<file path="src/ufi_core.sv">
`timescale 1ns/1ps
// ----------------------------------------
// shared constants and types
// ----------------------------------------
package ufi_pkg;
  localparam int SYS_HZ = 20000000;
  localparam int REF_HZ = 1843200;
  localparam logic [17:0] REF_STEP = 18'(REF_HZ / 100);
  localparam logic [17:0] REF_WRAP = 18'(SYS_HZ / 100);
  localparam logic [15:0] DIV_RST = 16'h000C;
  localparam logic DL_ADDR_LO = 1'b0;
  localparam logic DL_ADDR_HI = 1'b1;
  localparam logic [4:0] FIFO_DEPTH = 5'h10;
  localparam logic [4:0] TRIG_L0 = 5'h01;
  localparam logic [4:0] TRIG_L1 = 5'h04;
  localparam logic [4:0] TRIG_L2 = 5'h08;
  localparam logic [4:0] TRIG_L3 = 5'h0E;
  localparam logic [3:0] IIR_NONE = 4'h1;
  localparam logic [3:0] IIR_RXDATA = 4'h4;
  localparam logic [3:0] IIR_TIMEOUT = 4'hC;
  localparam logic [3:0] IIR_TXEMPTY = 4'h2;
  localparam logic [3:0] BITS_START = 4'h1;
  localparam logic [3:0] BITS_WORD_MIN = 4'h5;
  localparam logic [7:0] TIMEOUT_CHARS = 8'h04;
  typedef struct packed {
    logic fifo_mode_enable;
    logic rx_data_int_enable;
    logic tx_int_enable;
    logic [1:0] rx_trigger_level_sel;
    logic [1:0] word_len_sel;
    logic parity_en;
    logic two_stop;
    logic host_irq_output_gate;
    logic divisor_latch_access;
  } ufi_cfg_t;
endpackage : ufi_pkg

// What this block does
// - divisor sets bit rate from 1.8432 MHz
// - rx interrupts need fifo mode and enable
// - data-ready flag tracks nonempty rx fifo
// - code 4h while count at trigger
// - irq follows any posted identity code
// - code Ch after four idle characters
// - second stop bit counts in char time
// - code 2h from tx empty until cleared
// - tx write or identity read clears 2h
// - delay empty unless two bytes seen
// - first tx interrupt after enable immediate
// - divisor bytes at 0 and 1 with access
// - irq driven only while output gate set
module ufi_core (
  input wire logic i_clk_sys,
  input wire logic i_sys_rst,
  input wire ufi_pkg::ufi_cfg_t i_cfg,
  input wire logic i_dl_wr,
  input wire logic i_dl_rd,
  input wire logic i_dl_addr,
  input wire logic [7:0] i_dl_wdata,
  output logic [7:0] o_dl_rdata,
  input wire logic i_rx_valid,
  input wire logic [7:0] i_rx_data,
  output logic o_rx_ready,
  input wire logic i_host_rx_rd,
  output logic [7:0] o_host_rx_data,
  input wire logic i_host_tx_wr,
  input wire logic [7:0] i_host_tx_data,
  input wire logic i_host_iir_rd,
  output logic o_tx_valid,
  output logic [7:0] o_tx_data,
  input wire logic i_tx_ready,
  output logic o_bit_tick,
  output logic o_rx_ready_flag,
  output logic o_tx_holding_empty,
  output logic [4:0] o_rx_count,
  output logic [3:0] o_int_identity_reg,
  output logic o_host_irq_out,
  output logic o_host_irq_oe_n
);
  // ----------------------------------------
  // helpers
  // ----------------------------------------
  // second stop bit counted
  function automatic logic [3:0] char_bits(input ufi_pkg::ufi_cfg_t c);
    char_bits = ufi_pkg::BITS_START + ufi_pkg::BITS_WORD_MIN + {2'b00, c.word_len_sel}
      + {3'b000, c.parity_en} + 4'h1 + {3'b000, c.two_stop};
  endfunction : char_bits

  function automatic logic [4:0] trig_level(input logic [1:0] sel);
    unique case (sel)
      2'b00: trig_level = ufi_pkg::TRIG_L0;
      2'b01: trig_level = ufi_pkg::TRIG_L1;
      2'b10: trig_level = ufi_pkg::TRIG_L2;
      2'b11: trig_level = ufi_pkg::TRIG_L3;
    endcase
  endfunction : trig_level

  // timeout span in bit times, four characters
  function automatic logic [7:0] timeout_bits(input logic [3:0] cb);
    timeout_bits = ufi_pkg::TIMEOUT_CHARS * {4'h0, cb};
  endfunction : timeout_bits

  // ----------------------------------------
  // divisor latch and bit rate
  // ----------------------------------------
  logic [15:0] div_ff;
  logic [17:0] ref_acc_ff;
  logic [19:0] pre_cnt_ff;
  logic [7:0] dl_rdata_ff;
  wire [17:0] ref_sum = ref_acc_ff + ufi_pkg::REF_STEP;
  wire ref_tick = ref_sum >= ufi_pkg::REF_WRAP;
  wire [17:0] nxt_ref_acc = ref_tick ? ref_sum - ufi_pkg::REF_WRAP : ref_sum;
  // divisor 0 behaves as 1 rather than stalling the bit clock
  wire [19:0] pre_top = {(div_ff == 16'h0000) ? 16'h0001 : div_ff, 4'h0} - 20'h00001;
  wire bit_tick = ref_tick && (pre_cnt_ff >= pre_top);
  wire dl_wr_lo = i_dl_wr && i_cfg.divisor_latch_access && (i_dl_addr == ufi_pkg::DL_ADDR_LO);
  wire dl_wr_hi = i_dl_wr && i_cfg.divisor_latch_access && (i_dl_addr == ufi_pkg::DL_ADDR_HI);
  wire [7:0] dl_sel = (i_dl_addr == ufi_pkg::DL_ADDR_HI) ? div_ff[15:8] : div_ff[7:0];

  always_ff @(posedge i_clk_sys) begin
    if (i_sys_rst) begin
      div_ff <= ufi_pkg::DIV_RST;
      dl_rdata_ff <= 8'h00;
    end else begin
      if (dl_wr_lo) div_ff[7:0] <= i_dl_wdata;
      if (dl_wr_hi) div_ff[15:8] <= i_dl_wdata;
      if (i_dl_rd && i_cfg.divisor_latch_access) dl_rdata_ff <= dl_sel;
    end
  end

  // sixteen reference ticks per divisor count
  always_ff @(posedge i_clk_sys) begin
    if (i_sys_rst) begin
      ref_acc_ff <= 18'h00000;
      pre_cnt_ff <= 20'h00000;
    end else begin
      ref_acc_ff <= nxt_ref_acc;
      if (bit_tick) pre_cnt_ff <= 20'h00000;
      else if (ref_tick) pre_cnt_ff <= pre_cnt_ff + 20'h00001;
    end
  end

  // ----------------------------------------
  // two-entry receive buffer and rx fifo
  // ----------------------------------------
  logic [7:0] sk0_ff, sk1_ff;
  logic [1:0] sk_cnt_ff;
  logic [7:0] rx_mem [16];
  logic [3:0] rx_wp_ff, rx_rp_ff;
  logic [4:0] rx_cnt_ff;
  logic [7:0] rx_rdata_ff;
  wire sk_in = i_rx_valid && o_rx_ready;
  wire rx_push = (sk_cnt_ff != 2'b00) && (rx_cnt_ff != ufi_pkg::FIFO_DEPTH);
  wire rx_pop = i_host_rx_rd && (rx_cnt_ff != 5'h00);
  wire sk_to_head = (sk_cnt_ff == 2'b00) || ((sk_cnt_ff == 2'b01) && rx_push);

  always_ff @(posedge i_clk_sys) begin
    if (i_sys_rst) begin
      sk0_ff <= 8'h00;
      sk1_ff <= 8'h00;
      sk_cnt_ff <= 2'b00;
    end else begin
      if (rx_push) sk0_ff <= sk1_ff;
      if (sk_in && sk_to_head) sk0_ff <= i_rx_data;
      if (sk_in && !sk_to_head) sk1_ff <= i_rx_data;
      sk_cnt_ff <= sk_cnt_ff + {1'b0, sk_in} - {1'b0, rx_push};
    end
  end

  always_ff @(posedge i_clk_sys) begin
    if (rx_push) rx_mem[rx_wp_ff] <= sk0_ff;
  end

  always_ff @(posedge i_clk_sys) begin
    if (i_sys_rst) begin
      rx_wp_ff <= 4'h0;
      rx_rp_ff <= 4'h0;
      rx_cnt_ff <= 5'h00;
      rx_rdata_ff <= 8'h00;
    end else begin
      if (rx_push) rx_wp_ff <= rx_wp_ff + 4'h1;
      if (rx_pop) rx_rp_ff <= rx_rp_ff + 4'h1;
      if (rx_pop) rx_rdata_ff <= rx_mem[rx_rp_ff];
      rx_cnt_ff <= rx_cnt_ff + {4'h0, rx_push} - {4'h0, rx_pop};
    end
  end

  // ----------------------------------------
  // receive timeout
  // ----------------------------------------
  logic [7:0] to_cnt_ff;
  wire [3:0] cb_now = char_bits(i_cfg);
  wire [7:0] to_limit = timeout_bits(cb_now);
  wire rx_int_on = i_cfg.fifo_mode_enable && i_cfg.rx_data_int_enable;
  // idle after arrival and host read
  wire rx_timeout = rx_int_on && (rx_cnt_ff != 5'h00) && (to_cnt_ff > to_limit);

  always_ff @(posedge i_clk_sys) begin
    if (i_sys_rst) to_cnt_ff <= 8'h00;
    else if (rx_push || rx_pop) to_cnt_ff <= 8'h00;
    else if (bit_tick && (to_cnt_ff != 8'hFF)) to_cnt_ff <= to_cnt_ff + 8'h01;
  end

  // ----------------------------------------
  // tx fifo and empty interrupt
  // ----------------------------------------
  logic [7:0] tx_mem [16];
  logic [3:0] tx_wp_ff, tx_rp_ff;
  logic [4:0] tx_cnt_ff;
  logic empty_prev_ff, fe_prev_ff, two_seen_ff, first_ff, dly_act_ff, tx_pend_ff;
  logic [3:0] dly_cnt_ff;
  wire tx_push = i_host_tx_wr && (tx_cnt_ff != ufi_pkg::FIFO_DEPTH);
  wire tx_pop = o_tx_valid && i_tx_ready;
  wire tx_empty = tx_cnt_ff == 5'h00;
  wire fe_rise = i_cfg.fifo_mode_enable && !fe_prev_ff;
  wire empty_rise = tx_empty && !empty_prev_ff;
  wire tx_int_on = i_cfg.fifo_mode_enable && i_cfg.tx_int_enable;
  wire imm_set = tx_int_on && ((fe_rise && tx_empty) || (empty_rise && (two_seen_ff || first_ff)));
  // delayed empty, one char minus stop
  wire dly_start = tx_int_on && empty_rise && !two_seen_ff && !first_ff && !fe_rise;
  wire dly_done = dly_act_ff && bit_tick && (dly_cnt_ff <= 4'h1);
  wire tx_set = imm_set || (dly_done && tx_int_on);
  wire tx_clr = i_host_tx_wr || (i_host_iir_rd && (o_int_identity_reg == ufi_pkg::IIR_TXEMPTY));
  // pending while enabled, set beats clear
  wire nxt_tx_pend = tx_set || (tx_pend_ff && !tx_clr && tx_int_on);

  always_ff @(posedge i_clk_sys) begin
    if (tx_push) tx_mem[tx_wp_ff] <= i_host_tx_data;
  end

  always_ff @(posedge i_clk_sys) begin
    if (i_sys_rst) begin
      tx_wp_ff <= 4'h0;
      tx_rp_ff <= 4'h0;
      tx_cnt_ff <= 5'h00;
    end else begin
      if (tx_push) tx_wp_ff <= tx_wp_ff + 4'h1;
      if (tx_pop) tx_rp_ff <= tx_rp_ff + 4'h1;
      tx_cnt_ff <= tx_cnt_ff + {4'h0, tx_push} - {4'h0, tx_pop};
    end
  end

  always_ff @(posedge i_clk_sys) begin
    if (i_sys_rst) begin
      empty_prev_ff <= 1'b1;
      fe_prev_ff <= 1'b0;
      two_seen_ff <= 1'b0;
      first_ff <= 1'b0;
      dly_act_ff <= 1'b0;
      dly_cnt_ff <= 4'h0;
      tx_pend_ff <= 1'b0;
    end else begin
      empty_prev_ff <= tx_empty;
      fe_prev_ff <= i_cfg.fifo_mode_enable;
      if (empty_rise) two_seen_ff <= 1'b0;
      else if (tx_cnt_ff >= 5'h02) two_seen_ff <= 1'b1;
      // an immediate set at the enable edge uses up the first interrupt
      if (tx_set) first_ff <= 1'b0;
      else if (fe_rise) first_ff <= 1'b1;
      if (dly_start) begin
        dly_act_ff <= 1'b1;
        dly_cnt_ff <= cb_now - 4'h1;
      end else if (dly_done || i_host_tx_wr || !tx_int_on) begin
        dly_act_ff <= 1'b0;
      end else if (dly_act_ff && bit_tick) begin
        dly_cnt_ff <= dly_cnt_ff - 4'h1;
      end
      tx_pend_ff <= nxt_tx_pend;
    end
  end

  // ----------------------------------------
  // identity code and host irq
  // ----------------------------------------
  // trigger level reached
  // rx codes gated by mode and enable
  wire rx_trig = rx_int_on && (rx_cnt_ff >= trig_level(i_cfg.rx_trigger_level_sel));
  wire [3:0] iir_code = rx_trig ? ufi_pkg::IIR_RXDATA :
                        rx_timeout ? ufi_pkg::IIR_TIMEOUT :
                        tx_pend_ff ? ufi_pkg::IIR_TXEMPTY : ufi_pkg::IIR_NONE;

  assign o_int_identity_reg = iir_code;
  // irq whenever a code is posted and the output gate is set
  assign o_host_irq_out = i_cfg.host_irq_output_gate && (iir_code != ufi_pkg::IIR_NONE);
  assign o_host_irq_oe_n = !i_cfg.host_irq_output_gate;
  assign o_rx_ready_flag = rx_cnt_ff != 5'h00;
  assign o_tx_holding_empty = tx_empty;
  assign o_rx_ready = sk_cnt_ff != 2'b10;
  assign o_rx_count = rx_cnt_ff;
  assign o_host_rx_data = rx_rdata_ff;
  assign o_tx_valid = !tx_empty;
  assign o_tx_data = tx_mem[tx_rp_ff];
  assign o_dl_rdata = dl_rdata_ff;
  assign o_bit_tick = bit_tick;
endmodule : ufi_core

</file>
<file path="config.mk">
export PLATFORM = sky130hd
export DESIGN_NAME = ufi_core
export DESIGN_NICKNAME = d
export VERILOG_FILES = /design/src/ufi_core.sv
export SDC_FILE = /design/constraint.sdc
export NUM_CORES = 1
export LEC_CHECK = 0
export BUFFER_PORTS_ARGS = -buffer_cell sky130_fd_sc_hd__clkbuf_2
export CORE_AREA = 5 5 244 246
export DETAILED_ROUTE_END_ITERATION = 7
export DIE_AREA = 0 0 249 251
export PLACE_DENSITY_LB_ADDON = 0.15
export SLEW_MARGIN = 30
export SYNTH_ARGS = -nofsm -noshare
export SYNTH_HDL_FRONTEND = slang
export SYNTH_SLANG_ARGS = --single-unit
</file>
<file path="constraint.sdc">
create_clock -name i_clk_sys -period 7.2 [get_ports i_clk_sys]
set_clock_uncertainty 0.2 [all_clocks]
set_input_delay 0.36 -clock i_clk_sys [delete_from_list [all_inputs] [get_ports i_clk_sys]]
set_output_delay 0.36 -clock i_clk_sys [all_outputs]
set_load 0.01 [all_outputs]
</file>
Word level (Yosys, flattened, before mapping)
Memory sizes are Yosys's and may differ from the RTL's. A register that Yosys moved wholly into a read port is not among the register bits.
Cells that the tools add are included.
{"block": "totals", "reg_bits": 124, "n_memories": 2, "output_inout_bits": 40, "wordCells": 151, "inputBits": 45, "mem_bits_rw": 256}
{"memory": "rx_mem", "words": 16, "word_bits": 8, "read_ports": 1, "rd_clocked_by_memory_dff": 1, "wr": 1, "line": "148", "rtl": "logic [7:0] rx_mem [16];"}
{"memory": "tx_mem", "words": 16, "word_bits": 8, "read_ports": 1, "rd_clocked_by_memory_dff": 1, "wr": 1, "line": "207", "rtl": "logic [7:0] tx_mem [16];"}
{"block": "op_classes", "order_cmp": 6, "bitwise_logic": 1, "n_addsub": 21, "muxes": 20, "eq_ne": 11, "n_reduce_logical": 68}
{"operator": "1-bit logical AND", "count": 35}
{"operator": "4-bit two-way mux", "count": 7}
{"operator": "8-bit two-way mux", "count": 3}
{"operator": "20-bit by 1-bit adder with 20-bit output (second input constant)", "count": 1}
{"operator": "4-bit by 1-bit adder with 4-bit output (second input constant)", "count": 5}
{"operator": "20-bit greater-or-equal comparator", "count": 1}
{"operator": "5-bit one-hot mux with 4 select lines", "count": 1}
{"operator": "20-bit by 1-bit subtractor with 20-bit output (second input constant)", "count": 1}
{"operator": "18-bit by 15-bit adder with 18-bit output (second input constant)", "count": 1}
{"operator": "18-bit greater-or-equal comparator (second input constant)", "count": 1}
{"operator": "18-bit two-way mux", "count": 1}
{"operator": "18-bit subtractor (second input constant)", "count": 1}
{"operator": "16-bit zero test", "count": 1}
{"operator": "16-bit two-way mux", "count": 1}
{"operator": "5-bit by 1-bit adder with 5-bit output", "count": 2}
{"operator": "1-bit zero test", "count": 10}
{"operator": "5-bit != test (second input constant)", "count": 2}
{"operator": "5-bit by 1-bit subtractor with 5-bit output", "count": 2}
{"operator": "1-bit logical OR", "count": 9}
{"operator": "4-bit by 1-bit adder with 4-bit output", "count": 2}
{"operator": "8-bit by 1-bit adder with 8-bit output (second input constant)", "count": 1}
{"operator": "8-bit by 6-bit > comparator with 1-bit output", "count": 1}
{"operator": "8-bit != test (second input constant)", "count": 1}
{"operator": "2-bit nonzero test", "count": 4}
{"operator": "20 further kinds", "count": 33}

Longest topological paths before layout
{"block": "depth", "depth_word": 15, "mapped_depth": 20}

Worst setup path after synthesis
OpenSTA, ideal clock, no wires.
{"block": "synth_path", "kind": "flip-flop to flip-flop", "start": "register div_ff[7]", "end": "register pre_cnt_ff[0]", "period_less_slack_ps": 4544, "n_path_buf": 2, "arrival_ps": 4216, "slack_ps": 2656, "stages_incl_launch_ff": 21, "setup_ps": 128, "path_cell_list": "dfxtp_1 -> or4_1 -> or2_1 -> or3_4 -> o41ai_4 -> inv_1 -> ha_1 -> nand2_1 -> nor3_1 -> nand2b_1 -> nor2_1 -> xnor2_1 -> ha_1 -> and4_1 -> nand2_1 -> o31a_1 -> o211a_1 -> clkbuf_1 -> o21ai_1 -> clkbuf_1 -> nor2_1"}
{"block": "synth_between", "elab_chain_len": 6}
{"item": "start: declaration", "line": "106", "rtl": "logic [15:0] div_ff;"}
{"item": "start signal: assignment", "line": "122", "rtl": "div_ff <= ufi_pkg::DIV_RST;"}
{"item": "start signal: assignment", "line": "125", "rtl": "if (dl_wr_lo) div_ff[7:0] <= i_dl_wdata;"}
{"item": "16-bit zero test", "line": "114", "rtl": "wire [19:0] pre_top = {(div_ff == 16'h0000) ? 16'h0001 : div_ff, 4'h0} - 20'h00001;"}
{"item": "16-bit two-way mux *", "line": "114"}
{"item": "20-bit by 1-bit subtractor with 20-bit output *", "line": "114"}
{"item": "20-bit greater-or-equal comparator *", "line": "115", "rtl": "wire bit_tick = ref_tick && (pre_cnt_ff >= pre_top);"}
{"item": "1-bit logical AND *", "line": "115"}
{"item": "2-bit OR reduction (no source line) *"}
{"item": "end signal: assignment", "line": "139", "rtl": "else if (ref_tick) pre_cnt_ff <= pre_cnt_ff + 20'h00001;"}
{"item": "end: declaration", "line": "108", "rtl": "logic [19:0] pre_cnt_ff;"}
Mark *: on every way between the ends. The rest lies on a longest branch, timed or not.
A chain may end at the register's enable or synchronous reset.

Worst setup path after layout
{"block": "layout_path", "start": "register div_ff[7]", "end": "output o_bit_tick"}
{"block": "layout_between", "elab_chain_len": 5}
{"item": "16-bit zero test", "line": "114"}
{"item": "16-bit two-way mux *", "line": "114"}
{"item": "20-bit by 1-bit subtractor with 20-bit output *", "line": "114"}
{"item": "20-bit greater-or-equal comparator *", "line": "115"}
{"item": "1-bit logical AND *", "line": "115"}
{"item": "end: declaration", "line": "72", "rtl": "output logic o_bit_tick,"}
Marked as above.

==> qor.txt <==
Clock share of power -> 35.3%
Die H -> 251 um
Area occupied by registers -> 0.0103 mm2
Startpoint types -> register
Max Clk Rate -> 175 MHz
Sequential fraction of design power -> 43.0%
Hpwl dp -> 27100 um
Worst-Skew Late Latency -> 0.56 ns
CTS tree -> yes
WS Path Type -> reg2out
Vias per cell -> 4.73
Crit path DAT -> 5.15 ns
Drt total wl -> 39600 um
R2r setup slk -> 1.63 ns
Final Max Tran Viols -> 0
Synthesized area per cell -> 13.7 um2
CTS Buf Count -> 45
First-pass GRT wire length -> 62900 um
CTS clk-pin slew, worst paths -> 0.06 ns
Synth Net Count -> 1346
CP Capture Type -> output pin
Area of the core -> 0.0571 mm2
Clk sinks -> 386
Avg WL per Cell -> 18.4 um
Relative slew slack -> 36.8%
Number of iterations in the first detailed-routing pass -> 4
Nets -> 1463
Initial DRC count -> 518
Distinct cell type count after synthesis -> 66
Final worst-path cycle share -> 79.3%
Internal power -> 4460 uW
Area grow syn2layout -> 17.8%
Die area -> 0.0625 mm2
Switching Fraction -> 28.6%
# rows -> 88
Flops & latches, synth -> 386
Synth warn -> 0
Multi-input gate area -> 0.00622 mm2
H-tree depth -> 2
Worst VDD drop -> 156 uV
Boundary Pins -> 85
# DRC -> 0
Power per Cell Area -> 314 mW/mm2
Min Tclk post-route -> 5.71 ns
Setup TNS -> 0 ns
CP Max Fanout -> 13
Number of global-route vias before repair -> 10.5k
Final Wtd Congestion -> 0.771
Predominant post-synthesis flop cell -> edfxtp_1
Post-synthesis async set-or-reset flop share -> 0%
RSZ-0062 raised after global routing -> no
Number of buffers added on ports -> 84
GRT Overall Usage -> 12.6%
Commonest non-fill, non-tap cell in the layout -> edfxtp_1
Worst slew pin tran -> 0.945 ns
Pleak -> 0.00699 uW
Post-synth EDFFs -> 256
Final setup violation count -> 0
Filler Cells Inserted -> 5549
Most frequent cells in the layout -> edfxtp_1, dfxtp_1, nor2_1, clkbuf_2, mux4_2
Comb power frac -> 21.8%
Cells after synthesis -> 1231
Largest net degree at the start of global routing -> 56
Placed Cells -> 2043
P_sw -> 1790 uW
GRT Residual Overflow -> 0
Status -> complete, no violations
Detail Route Antenna Nets -> 0
Layout Cells excl Fill -> 2149
Starting Density -> 29.6%
CP required -> 6.64 ns
Root buf cell -> clkbuf_16
Hold/Removal Path Class -> in2reg
Antenna cell count -> 0
Via count -> 10.2k
Cell area after synthesis -> 0.0169 mm2
Die W -> 249 um
Hold Vio Cnt, Final -> 0
Initial antenna violation count -> 0
Worst-case clock buffer depth -> 3
Max_cap viols -> 0
Ratio of cells with drive above 1 in the final layout -> 19.8%
Sequential area share after synthesis -> 60.9%
==> metrics by stage <==
| step | utilization, % | worst slack, ns | power [uW] | hold WS (ns) | area (um2) |
|---|---|---|---|---|---|
| floorplan | - | 2.66 | 3650 | 0.259 | 16900 |
| global placement | 31.9 | 2.24 | 4110 | 0.249 | 18200 |
| detailed placement | 31.9 | 2.11 | 4120 | 0.248 | 18200 |
| CTS | 34.8 | 1.49 | 6370 | 0.00520 | 19900 |
| global route | 34.8 | 1.19 | 6610 | 0.0392 | 19900 |
| finish | 34.8 | 1.49 | 6250 | 0.0350 | 19900 |
==> final cells by class <==
type | count | area share, %
clock inverter | 28 | 1.11
clock buffer | 55 | 6.11
sequential | 386 | 51.7
inverter | 53 | 1.00
timing repair buffer | 126 | 3.98
multi-input combinational | 736 | 31.2
tap | 765 | 4.81
==> routing by layer <==
| layer | vias up | global-route usage (%) | share of wire (%) |
|---|---|---|---|
| li1 | 4888 | - | - |
| met1 | 5083 | 17.2 | 47 |
| met2 | 145 | 20.8 | 47 |
| met3 | 53 | 2.68 | 3.9 |
| met4 | 0 | 2.95 | 1.9 |
| met5 | - | 0 | 0 |
==> synth_stat cells, types with 2 or more instances <==
cell type / n / share of area (%)
a2111oi_0: 2 / 0.10
a211oi_1: 19 / 0.84
a21boi_0: 2 / 0.089
a21o_1: 3 / 0.13
a21oi_1: 52 / 1.5
a221oi_2: 2 / 0.18
a311oi_1: 2 / 0.10
a31oi_1: 6 / 0.22
a41oi_1: 3 / 0.16
and2_1: 6 / 0.22
and3_1: 11 / 0.41
and4_1: 6 / 0.31
buf_1: 9 / 0.20
buf_2: 6 / 0.18
clkbuf_1: 41 / 0.91
dfxtp_1: 130 / 15
edfxtp_1: 256 / 46
fa_1: 3 / 0.36
ha_1: 67 / 5.0
inv_1: 51 / 1.1
mux2i_1: 36 / 2.1
mux4_2: 80 / 11
nand2_1: 77 / 1.7
nand2b_1: 13 / 0.48
nand3_1: 30 / 0.89
nand3b_1: 2 / 0.089
nand4_1: 15 / 0.56
nand4b_1: 2 / 0.10
nor2_1: 123 / 2.7
nor2b_1: 10 / 0.37
nor3_1: 20 / 0.59
nor4_1: 5 / 0.19
o2111ai_1: 2 / 0.10
o211ai_1: 4 / 0.18
o21a_1: 3 / 0.13
o21ai_0: 21 / 0.62
o21ai_1: 3 / 0.089
o22ai_1: 2 / 0.074
o31a_1: 5 / 0.26
o31ai_1: 4 / 0.18
or2_2: 2 / 0.074
or3_1: 15 / 0.56
or4_1: 5 / 0.22
xnor2_1: 25 / 1.3
xor2_1: 29 / 1.5
==> cells by family after synthesis <==
kind of cell             Yosys count  share of synthesized area, %
flip-flops                       386                          60.9
AND/OR/NAND/NOR                  350                          9.93
AO/OA/AOI/OAI                    146                          5.76
multiplexers                     116                          12.8
buffers and inverters            109                          2.47
adder cells (fa/ha/maj)           70                          5.32
XOR/XNOR                          54                          2.80
==> registers in the layout (all words and copies together), names as in the netlist, 5 cells and up, named ones only <==
register	count
div_ff	16
o_dl_rdata	8
o_host_rx_data	8
o_rx_count	5
pre_cnt_ff	20
ref_acc_ff	12
rx_mem	128
sk0_ff	8
sk1_ff	8
to_cnt_ff	8
tx_cnt_ff	5
tx_mem	128
==> critical path: stages, from the launching register on <==
cell and delay [ns]:
dfxtp_1 0.37, or4_1 0.55, or2_1 0.26, or3_4 0.37, o41ai_4 0.46, inv_1 0.10
ha_1 0.22, nand2_1 0.10, nor3_1 0.08, nand2b_1 0.18, nor2_1 0.08, xnor2_1 0.14
ha_1 0.31, and4_1 0.21, nand2_1 0.09, o31a_1 0.31, o211a_1 0.27, nor2_1 0.29
clkbuf_2 0.19
==> worst paths after layout <==
path                                   from                             end  depth (start not counted)
max reg2reg          div_ff[7]$_SDFFE_PP0P_           first_ff$_SDFFE_PP0P_                         20
max                  div_ff[7]$_SDFFE_PP0P_                      o_bit_tick                         18
min                               i_sys_rst         div_ff[12]$_SDFFE_PP0P_                          2
min reg2reg  o_host_rx_data[4]$_SDFFE_PP0P_  o_host_rx_data[4]$_SDFFE_PP0P_                          2
==> power groups by stage <==
stage / Sequential [uW] / Combinational [uW] / Clock (uW)
after floorplan: 2690 / 959 / 0
after global placement: 2730 / 1380 / 0
after detailed placement: 2740 / 1390 / 0
after CTS: 2690 / 1400 / 2280
after global routing: 2710 / 1520 / 2380
final: 2680 / 1360 / 2200
==> repair_timing <==
action | CTS | global route
endpoints found under the hold margin | 58 | 0
hold buffers | 22 | 0
gates resized for setup | 0 | 0
buffers inserted | 0 | 0
No activity file was read; power rests on OpenSTA's default activity.
